### src/common/pbh_regs.svh
// Constants for the primary bus hold and control block.
`ifndef PBH_REGS_SVH
`define PBH_REGS_SVH
// ----------------------------------------
// Widths and reset values
// ----------------------------------------
`define PBH_ADDR_W 24
`define PBH_DATA_W 32
`define PBH_RESET_VECTOR 24'h000000
// ----------------------------------------
// Timing
// ----------------------------------------
`define PBH_CLOCK_MHZ 40
`define PBH_BUS_CLK_DIV 2
`endif

### src/common/pbh_pkg.sv
// Types for the primary bus hold and control block.
package pbh_pkg;
	typedef enum logic [1:0] {PBH_IDLE, PBH_ACCESS, PBH_HELD} pbh_state_t;
endpackage

### src/logic/pbh_clkgen.sv
// Bus clock phase generator dividing the device clock by two.
`timescale 1ns/10ps
`include "pbh_regs.svh"
module pbh_clkgen
(
	input wire logic clock,
	input wire logic arst_n,
	output logic bus_clock_phase_a,
	output logic bus_clock_phase_b
);
	logic phase;
	logic next_phase;

	// ----------------------------------------
	// Divider
	// ----------------------------------------
	// Toggle each rising edge so the phases run at twice the input period.
	always_comb
	begin
		next_phase = ~phase; // [RULE_14]
	end

	always_ff @(posedge clock or negedge arst_n)
	begin
		if (!arst_n)
			phase <= 1'b0;
		else
			phase <= next_phase;
	end

	// The two phases are complementary, as the bus timing expects.
	assign bus_clock_phase_a = phase;
	assign bus_clock_phase_b = ~phase;
endmodule

### src/logic/pbh_bus_ctrl.sv
// Primary bus controller with hold handshake, reset, acknowledge and float.
//
// Function
// [RULE_01] Read/write high on reads, low on writes.
// [RULE_02] External device signals ready to complete access.
// [RULE_03] Finish ongoing transaction before granting hold.
// [RULE_04] Float bus and start nothing while held.
// [RULE_05] Hold lasts until request high or disable.
// [RULE_06] Acknowledge low only once bus floats.
// [RULE_07] Acknowledge high on request high or disable.
// [RULE_08] Stay in reset while reset is low.
// [RULE_09] After reset, begin at the reset vector.
// [RULE_10] Pulse acknowledge output only on instruction.
// [RULE_11] Shutdown low floats every pin, stops operation.
// [RULE_12] Shutdown leaves internal state undefined.
// [RULE_13] System resets with shutdown high afterwards.
// [RULE_14] Two bus clocks at twice input period.
// [RULE_15] 24-bit address, 32-bit bidirectional data.
// [RULE_16] Strobe extends with wait states until ready.
`timescale 1ns/10ps
`include "pbh_regs.svh"
module pbh_bus_ctrl
#(
	parameter int ADDR_W = `PBH_ADDR_W,
	parameter int DATA_W = `PBH_DATA_W,
	parameter logic [ADDR_W-1:0] RESET_VECTOR = `PBH_RESET_VECTOR
)
(
	input wire logic clock,
	input wire logic arst_n,
	input wire logic shutdown_float_n,
	input wire logic hold_req_n,
	input wire logic hold_disable_bit,
	input wire logic ready_n,
	input wire logic req_valid,
	output logic req_ready,
	input wire logic req_write,
	input wire logic [ADDR_W-1:0] req_addr,
	input wire logic [DATA_W-1:0] req_wdata,
	output logic rsp_valid,
	output logic [DATA_W-1:0] rsp_rdata,
	input wire logic ack_instr,
	output logic [ADDR_W-1:0] start_pc,
	output logic start_pc_valid,
	output logic [ADDR_W-1:0] address_port_o,
	output logic address_port_oe,
	input wire logic [DATA_W-1:0] data_port_i,
	output logic [DATA_W-1:0] data_port_o,
	output logic data_port_oe,
	output logic access_strobe_n_o,
	output logic access_strobe_oe,
	output logic read_write_o,
	output logic read_write_oe,
	output logic bus_grant_ack_n_o,
	output logic bus_grant_ack_n_oe,
	output logic int_ack_out_n_o,
	output logic int_ack_out_n_oe,
	output logic bus_clock_phase_a_o,
	output logic bus_clock_phase_a_oe,
	output logic bus_clock_phase_b_o,
	output logic bus_clock_phase_b_oe
);
	pbh_pkg::pbh_state_t state;
	pbh_pkg::pbh_state_t next_state;
	logic [ADDR_W-1:0] addr;
	logic [ADDR_W-1:0] next_addr;
	logic [DATA_W-1:0] wdata;
	logic [DATA_W-1:0] next_wdata;
	logic [DATA_W-1:0] next_rdata;
	logic write;
	logic next_write;
	logic ack_n;
	logic next_ack_n;
	logic int_ack_out_n;
	logic next_int_ack_out_n;
	logic rsp;
	logic next_rsp;
	logic started;
	logic next_started;
	logic run;
	logic hold_want;
	logic phase_a;
	logic phase_b;

	// ----------------------------------------
	// Bus clock phases
	// ----------------------------------------
	pbh_clkgen u_clkgen
	(
		.clock(clock),
		.arst_n(arst_n),
		.bus_clock_phase_a(phase_a),
		.bus_clock_phase_b(phase_b)
	);

	// Shutdown holds the state machine and bus registers, but the clock divider keeps toggling; contents are not guaranteed afterwards.
	assign run = shutdown_float_n; // [RULE_11] [RULE_12]
	// The disable bit overrides a pending request so software can reclaim the bus.
	assign hold_want = ~hold_req_n & ~hold_disable_bit; // [RULE_05]

	// ----------------------------------------
	// Transaction and hold state machine
	// ----------------------------------------
	// A request is taken only in idle, so a hold can never cut an access short.
	always_comb
	begin
		next_state = state;
		next_addr = addr;
		next_wdata = wdata;
		next_write = write;
		next_rdata = rsp_rdata;
		next_rsp = 1'b0;
		next_ack_n = ack_n;
		next_int_ack_out_n = 1'b1;
		next_started = 1'b1;
		if (run)
		begin
			next_int_ack_out_n = ~ack_instr; // [RULE_10]
			unique case (state)
				pbh_pkg::PBH_IDLE:
				begin
					if (hold_want)
						next_state = pbh_pkg::PBH_HELD; // [RULE_03]
					else if (req_valid)
					begin
						next_state = pbh_pkg::PBH_ACCESS;
						next_addr = req_addr;
						next_wdata = req_wdata;
						next_write = req_write;
					end
				end
				pbh_pkg::PBH_ACCESS:
				begin
					// Wait states are added until ready arrives.
					if (!ready_n) // [RULE_16] [RULE_02]
					begin
						next_state = pbh_pkg::PBH_IDLE;
						next_rsp = 1'b1;
						if (!write)
							next_rdata = data_port_i;
					end
				end
				pbh_pkg::PBH_HELD:
				begin
					// Acknowledge follows the floated bus by one cycle.
					next_ack_n = 1'b0; // [RULE_06]
					if (!hold_want)
					begin
						next_state = pbh_pkg::PBH_IDLE; // [RULE_05]
						next_ack_n = 1'b1; // [RULE_07]
					end
				end
				// The spare state code is never entered; recover to idle if it appears.
				default:
				begin
					next_state = pbh_pkg::PBH_IDLE;
				end
			endcase
		end
	end

	always_ff @(posedge clock or negedge arst_n)
	begin
		if (!arst_n) // [RULE_08]
		begin
			state <= pbh_pkg::PBH_IDLE;
			addr <= '0;
			wdata <= '0;
			write <= 1'b0;
			rsp_rdata <= '0;
			rsp <= 1'b0;
			ack_n <= 1'b1;
			int_ack_out_n <= 1'b1;
			started <= 1'b0;
		end
		else
		begin
			state <= next_state;
			addr <= next_addr;
			wdata <= next_wdata;
			write <= next_write;
			rsp_rdata <= next_rdata;
			rsp <= next_rsp;
			ack_n <= next_ack_n;
			int_ack_out_n <= next_int_ack_out_n;
			started <= next_started;
		end
	end

	// ----------------------------------------
	// Outputs
	// ----------------------------------------
	// Start vector is offered for one cycle after reset release.
	assign start_pc = RESET_VECTOR; // [RULE_09]
	assign start_pc_valid = arst_n & ~started & run; // [RULE_09]
	assign req_ready = run & (state == pbh_pkg::PBH_IDLE) & ~hold_want; // [RULE_04]
	assign rsp_valid = rsp;

	// Bus pins float when held or shut down; reset also floats address and data.
	assign address_port_o = addr; // [RULE_15]
	assign address_port_oe = run & arst_n & (state != pbh_pkg::PBH_HELD); // [RULE_04]
	assign read_write_o = ~write; // [RULE_01]
	assign read_write_oe = address_port_oe;
	assign data_port_o = wdata; // [RULE_15]
	assign data_port_oe = address_port_oe & (state == pbh_pkg::PBH_ACCESS) & write;
	assign access_strobe_n_o = ~(state == pbh_pkg::PBH_ACCESS); // [RULE_16]
	assign access_strobe_oe = run & (state != pbh_pkg::PBH_HELD); // [RULE_04]
	assign bus_grant_ack_n_o = ack_n;
	assign bus_grant_ack_n_oe = run; // [RULE_11]
	assign int_ack_out_n_o = int_ack_out_n;
	assign int_ack_out_n_oe = run;
	assign bus_clock_phase_a_o = phase_a; // [RULE_14]
	assign bus_clock_phase_a_oe = run;
	assign bus_clock_phase_b_o = phase_b;
	assign bus_clock_phase_b_oe = run;
endmodule

### config.mk
export PLATFORM = sky130hd
export DESIGN_NAME = pbh_bus_ctrl
export DESIGN_NICKNAME = d
export VERILOG_FILES = /design/src/common/pbh_pkg.sv /design/src/logic/pbh_clkgen.sv /design/src/logic/pbh_bus_ctrl.sv
export VERILOG_INCLUDE_DIRS = /design/src /design/src/common
export SDC_FILE = /design/constraint.sdc
export NUM_CORES = 1
export LEC_CHECK = 0
export BUFFER_PORTS_ARGS = -buffer_cell sky130_fd_sc_hd__buf_2
export CORE_ASPECT_RATIO = 2
export CORE_UTILIZATION = 47
export CTS_CLUSTER_SIZE = 8
export DETAILED_ROUTE_END_ITERATION = 16
export PLACE_DENSITY = 0.85
export REMOVE_ABC_BUFFERS = 1
export SLEW_MARGIN = 10
export SYNTH_ARGS = -nofsm -noshare
export SYNTH_HDL_FRONTEND = slang
export SYNTH_HIERARCHICAL = 1
export SYNTH_SLANG_ARGS = --single-unit
### constraint.sdc
create_clock -name clock -period 3 [get_ports clock]
set_clock_uncertainty 0.2 [all_clocks]
set_input_delay 0.15 -clock clock [delete_from_list [all_inputs] [get_ports clock]]
set_output_delay 0.15 -clock clock [all_outputs]
set_load 0.01 [all_outputs]
# Word-level counts from Yosys, hierarchy flattened
# Cells that the tools add are included.
# W data, S select, Z words.
[word_totals]
input_bits = 97
word_cells = 50
ff_bits = 96
[classes]
reduce_logical = 5
eq_ne = 6
bitwise = 19
n_mux = 10
[ops]
columns = ["cell", "n"]
rows = [
  ["$reduce_and A4 Y1", 3],
  ["$and A1 B1 Y1", 10],
  ["$not A1 Y1", 9],
  ["$mux W2", 4],
  ["$ne A2 B2 Y1 const B", 3],
  ["$pmux W2 S3", 1],
  ["$mux W1", 5],
  ["$ne A3 B3 Y1 const B", 1],
  ["$eq A2 B1 Y1 const B", 1],
  ["$eq A2 B2 Y1 const B", 1],
  ["$logic_not A2 Y1", 1],
  ["$reduce_and A2 Y1", 1],
]

# Depth between registers and ports, before layout
[logic_depth]
ltp_word = 4
mapped_depth = 5
mapped_depth_nobuf = 3

# Modules after synthesis
# Netlist, hierarchy kept.
[modules_own_cells]
columns = ["mod", "area_each_um2", "cells_per_inst", "instances"]
rows = [
  ["pbh_bus_ctrl", 3931.3, 246, 1],
  ["pbh_clkgen", 28.8, 2, 1],
]

# Worst setup path before layout
# No wires, ideal clock.
[synth_timing]
path_type = "register to register"
start = "register state[1]"
end = "register addr[0], in the netlist address_port_o[0]"
setup_slack_ps = 1017
setup_time_ps = 125
path_stages_with_launch = 6
t_arrival_ps = 1658
period_less_slack_ps = 1983
cell_sequence = "dfrtp_1 nand2b_2 or4b_4 buf_6 buf_6 mux2_4"
[synth_between]
elab_chain_len = 2
[synth_rtl]
columns = ["item", "line", "text"]
rows = [
  ["start, declared", "pbh_bus_ctrl.sv:63", "pbh_pkg::pbh_state_t state;"],
  ["start signal, assigned", "pbh_bus_ctrl.sv:166", "state <= pbh_pkg::PBH_IDLE;"],
  ["start signal, assigned", "pbh_bus_ctrl.sv:178", "state <= next_state;"],
  ["$logic_not A2 Y1", "pbh_bus_ctrl.sv:119", "unique case (state)"],
  ["$reduce_and A4 Y1 (no source line)", "n/a", ""],
  ["end signal, assigned", "pbh_bus_ctrl.sv:179", "addr <= next_addr;"],
  ["end, declared", "pbh_bus_ctrl.sv:65", "logic [ADDR_W-1:0] addr;"],
]
# No other way between the ends.
# A chain may end at the register's enable or synchronous reset.

# Final worst setup path
[layout_timing]
start = "input port shutdown_float_n"
end = "register addr[10], in the netlist address_port_o[10]"
[layout_between]
elab_chain_len = 1
[layout_rtl]
columns = ["item", "line", "text"]
rows = [
  ["start, declared", "pbh_bus_ctrl.sv:31", "input wire logic shutdown_float_n,"],
  ["$reduce_and A4 Y1 (no source line)", "n/a", ""],
]
# No other way between the ends.

==> run metrics <==
Final Setup Violations=0; clk buf depth=2; DR iter-0 viols=110; Hold Crit Class=input port to flop; slew margin rel.=0.380; Primary FF master, synth=dfrtp_1; row count=47; Final period util=0.815; pwr/cell area=813 mW/mm2; Syn Inst Count=248; largest cells by area after synthesis=dfrtp_1, mux2_2, mux2_4, buf_4, dfstp_2; post-CTS setup buffers=0; core area=0.00823 mm2; die width=66.9 um; layout cells sized above 1=0.573; post-layout worst setup margin=0.556 ns; Yosys warnings=6; port bufs=201; Synth Area per Inst=16.0 um2; Post-DRT Antenna Nets=0; CP endpoint kind=flop; worst vdd ir=580 uV; post-synth top area cell=dfrtp_1; Overflow after GRT=0; Reg power frac=0.417; Slew Limit Fails=0; Final Hold Fails=0; P_int=3460 uW; global-route wire length before repair=17,200 um; Crit-path slowest cell=or4b_4; mux cell area share after synthesis=0.284; Post-synth top cells=dfrtp_1, mux2_2, mux2_4; Period minus WS final=2.44 ns; CTS H-tree depth=3; area of the die=0.00882 mm2; fraction of registers with async set/reset=1.00; Peak Freq=409 MHz; cts hold-fix bufs=96; CTS tree=yes; CTS Buf Count=9; sw frac=0.313; Initial Util=0.481; Worst R2R Path Depth=3; Comb pwr share=0.349; total wire length=10,900 um; r2r startpoint=state[1]; sequential share of the synthesized area=0.607; reg2reg end=address_port_o[10]; Yosys reg bits=96; initial antenna violation count=1; final instance area=0.00619 mm2; via count=3,082; Clock Power Share=0.234; post-synthesis xor/xnor area fraction=0; Leak=0.00318 uW; Final Power=5030 uW; P_sw=1570 uW; root buffer cell=clkbuf_16; final core utilization=0.752; status=complete, no violations; EDFF count, synth=0; pin slew with the least headroom to its limit=0.929 ns; Cell variety after synth=22; I/O pins=226; startpoint class of the critical path=input port; Critical Path Start=shutdown_float_n; Clk Latency, worst-skew pair=0.34 ns; largest family of logic cells by synthesized area=multiplexers; Vias/cell=4.76; Worst EP arrival=2.46 ns; unrepaired setup endpoints after global routing=false; # nets final=640; # DRC=0; First-pass DRT Iterations=6; Critical Path RT=3.01 ns; Compound-Gate Fraction of Synth Area=0.00632; die height=132 um; # clock sinks=96; clock slew at reported path FFs=0.07 ns; share of the synthesized area in the top cell type=0.594; end of the critical path=address_port_o[10]; critical path's largest stage delay=0.87 ns; reg2reg setup slack=0.65 ns; top-count cell post-synth=dfrtp_1; pre-CTS setup slack=0.698 ns; critical path fanouts, max=57; Max Cap Viol=0; dpl hpwl=6450 um; Area after DPL=0.00491 mm2; vias in the first global route=3,429; synthesized cell area=0.00396 mm2; CP Cell Sequence=dlygate4sd3_1 -> buf_2 -> nand2b_2 -> or4b_4 -> mux2_4; Synth-to-Final Area Change=56.3%; wire per inst=16.9 um; Total Routing Usage GR=0.267; simple-gate share of the synthesized area=0.0246; post-CTS sizing=0; crit path kind=input port to flop; gpl congestion=0.847; Synth Area in Adders=0; largest net degree at the start of global routing=59
-- through the flow --
stage / instances / hold WS (ns) / setup TNS [ns]
4_1_cts: 646 / 0.0523 / 0
3_3_place_gp: 534 / -0.0461 / 0
3_5_place_dp: 534 / -0.0411 / 0
5_1_grt: 647 / 0.0781 / 0
2_1_floorplan: 233 / -0.346 / -5.51
6_report: 647 / 0.0913 / 0
-- power by group through the flow --
| stage | Clock, uW | Combinational, uW | Sequential, uW |
|---|---|---|---|
| finish | 1180 | 1750 | 2100 |
| detailed placement | 0 | 1620 | 2100 |
| global route | 1250 | 1890 | 2170 |
| CTS | 1200 | 1730 | 2080 |
| floorplan | 0 | 622 | 2330 |
| global placement | 0 | 1570 | 2070 |
-- flip-flops by register name, indices dropped and copies added, names as in the netlist --
name / cells
int_ack_out_n_o: 1
bus_grant_ack_n_o: 1
write: 1
u_clkgen/bus_clock_phase_a: 1
data_port_o: 32
rsp_rdata: 32
rsp_valid: 1
address_port_o: 24
started: 1
state: 2
-- worst max-delay path: cells and delay by family --
family / cells / cell delay (ns)
buf+inv: 2 / 0.79
simple gates: 2 / 1.01
mux: 1 / 0.44
-- layout make-up --
cell class / instances / area [um2]
Tap cell: 98 / 123
Sequential cell: 96 / 2400
Fill cell: 516 / 2040
Clock inverter: 6 / 72.6
Inverter: 3 / 11.3
Timing Repair Buffer: 299 / 1980
Clock buffer: 10 / 239
Antenna cell: 1 / 2.50
Multi-Input combinational cell: 134 / 1350
-- how the worst min path moves through the flow --
stage,from,to,slack (ns),cells after the start
after global placement,arst_n,rsp_rdata[25],-0.05,1
final,hold_req_n,state[1],0.09,3
after detailed placement,arst_n,rsp_rdata[25],-0.04,1
after global routing,hold_req_n,state[1],0.08,3
after CTS,hold_req_n,state[1],0.05,3
after floorplan,arst_n,address_port_o[0],-0.35,0
-- per-layer routing --
metal  GRT usage  share of wire  vias to the layer above
met5           0              0                        -
met4       0.186          0.046                        0
met3      0.0701          0.052                       40
met2       0.462           0.57                      156
met1       0.262           0.33                     1495
li1            -              -                     1391
-- kinds of logic (layout without fill, tap and decap cells) --
| group | count (synthesis) | after routing |
|---|---|---|
| multiplexers | 90 | 90 |
| AND/OR/NAND/NOR | 15 | 15 |
| buffers and inverters | 41 | 318 |
| flip-flops | 96 | 96 |
| other | 2 | 26 |
| AO/OA/AOI/OAI | 4 | 4 |
-- placed cells by master, fill, tap and decap left out, drive strengths merged, types with 2 or more instances in the layout --
| master | count |
|---|---|
| buf | 203 |
| clkbuf | 10 |
| conb | 25 |
| dfrtp | 94 |
| dfstp | 2 |
| dlygate4sd3 | 96 |
| inv | 6 |
| mux2 | 90 |
| nand2 | 2 |
| nand2b | 2 |
| nor2 | 3 |
| nor2b | 2 |
| nor3 | 3 |
Note: power is estimated with default switching activity, not from simulation.
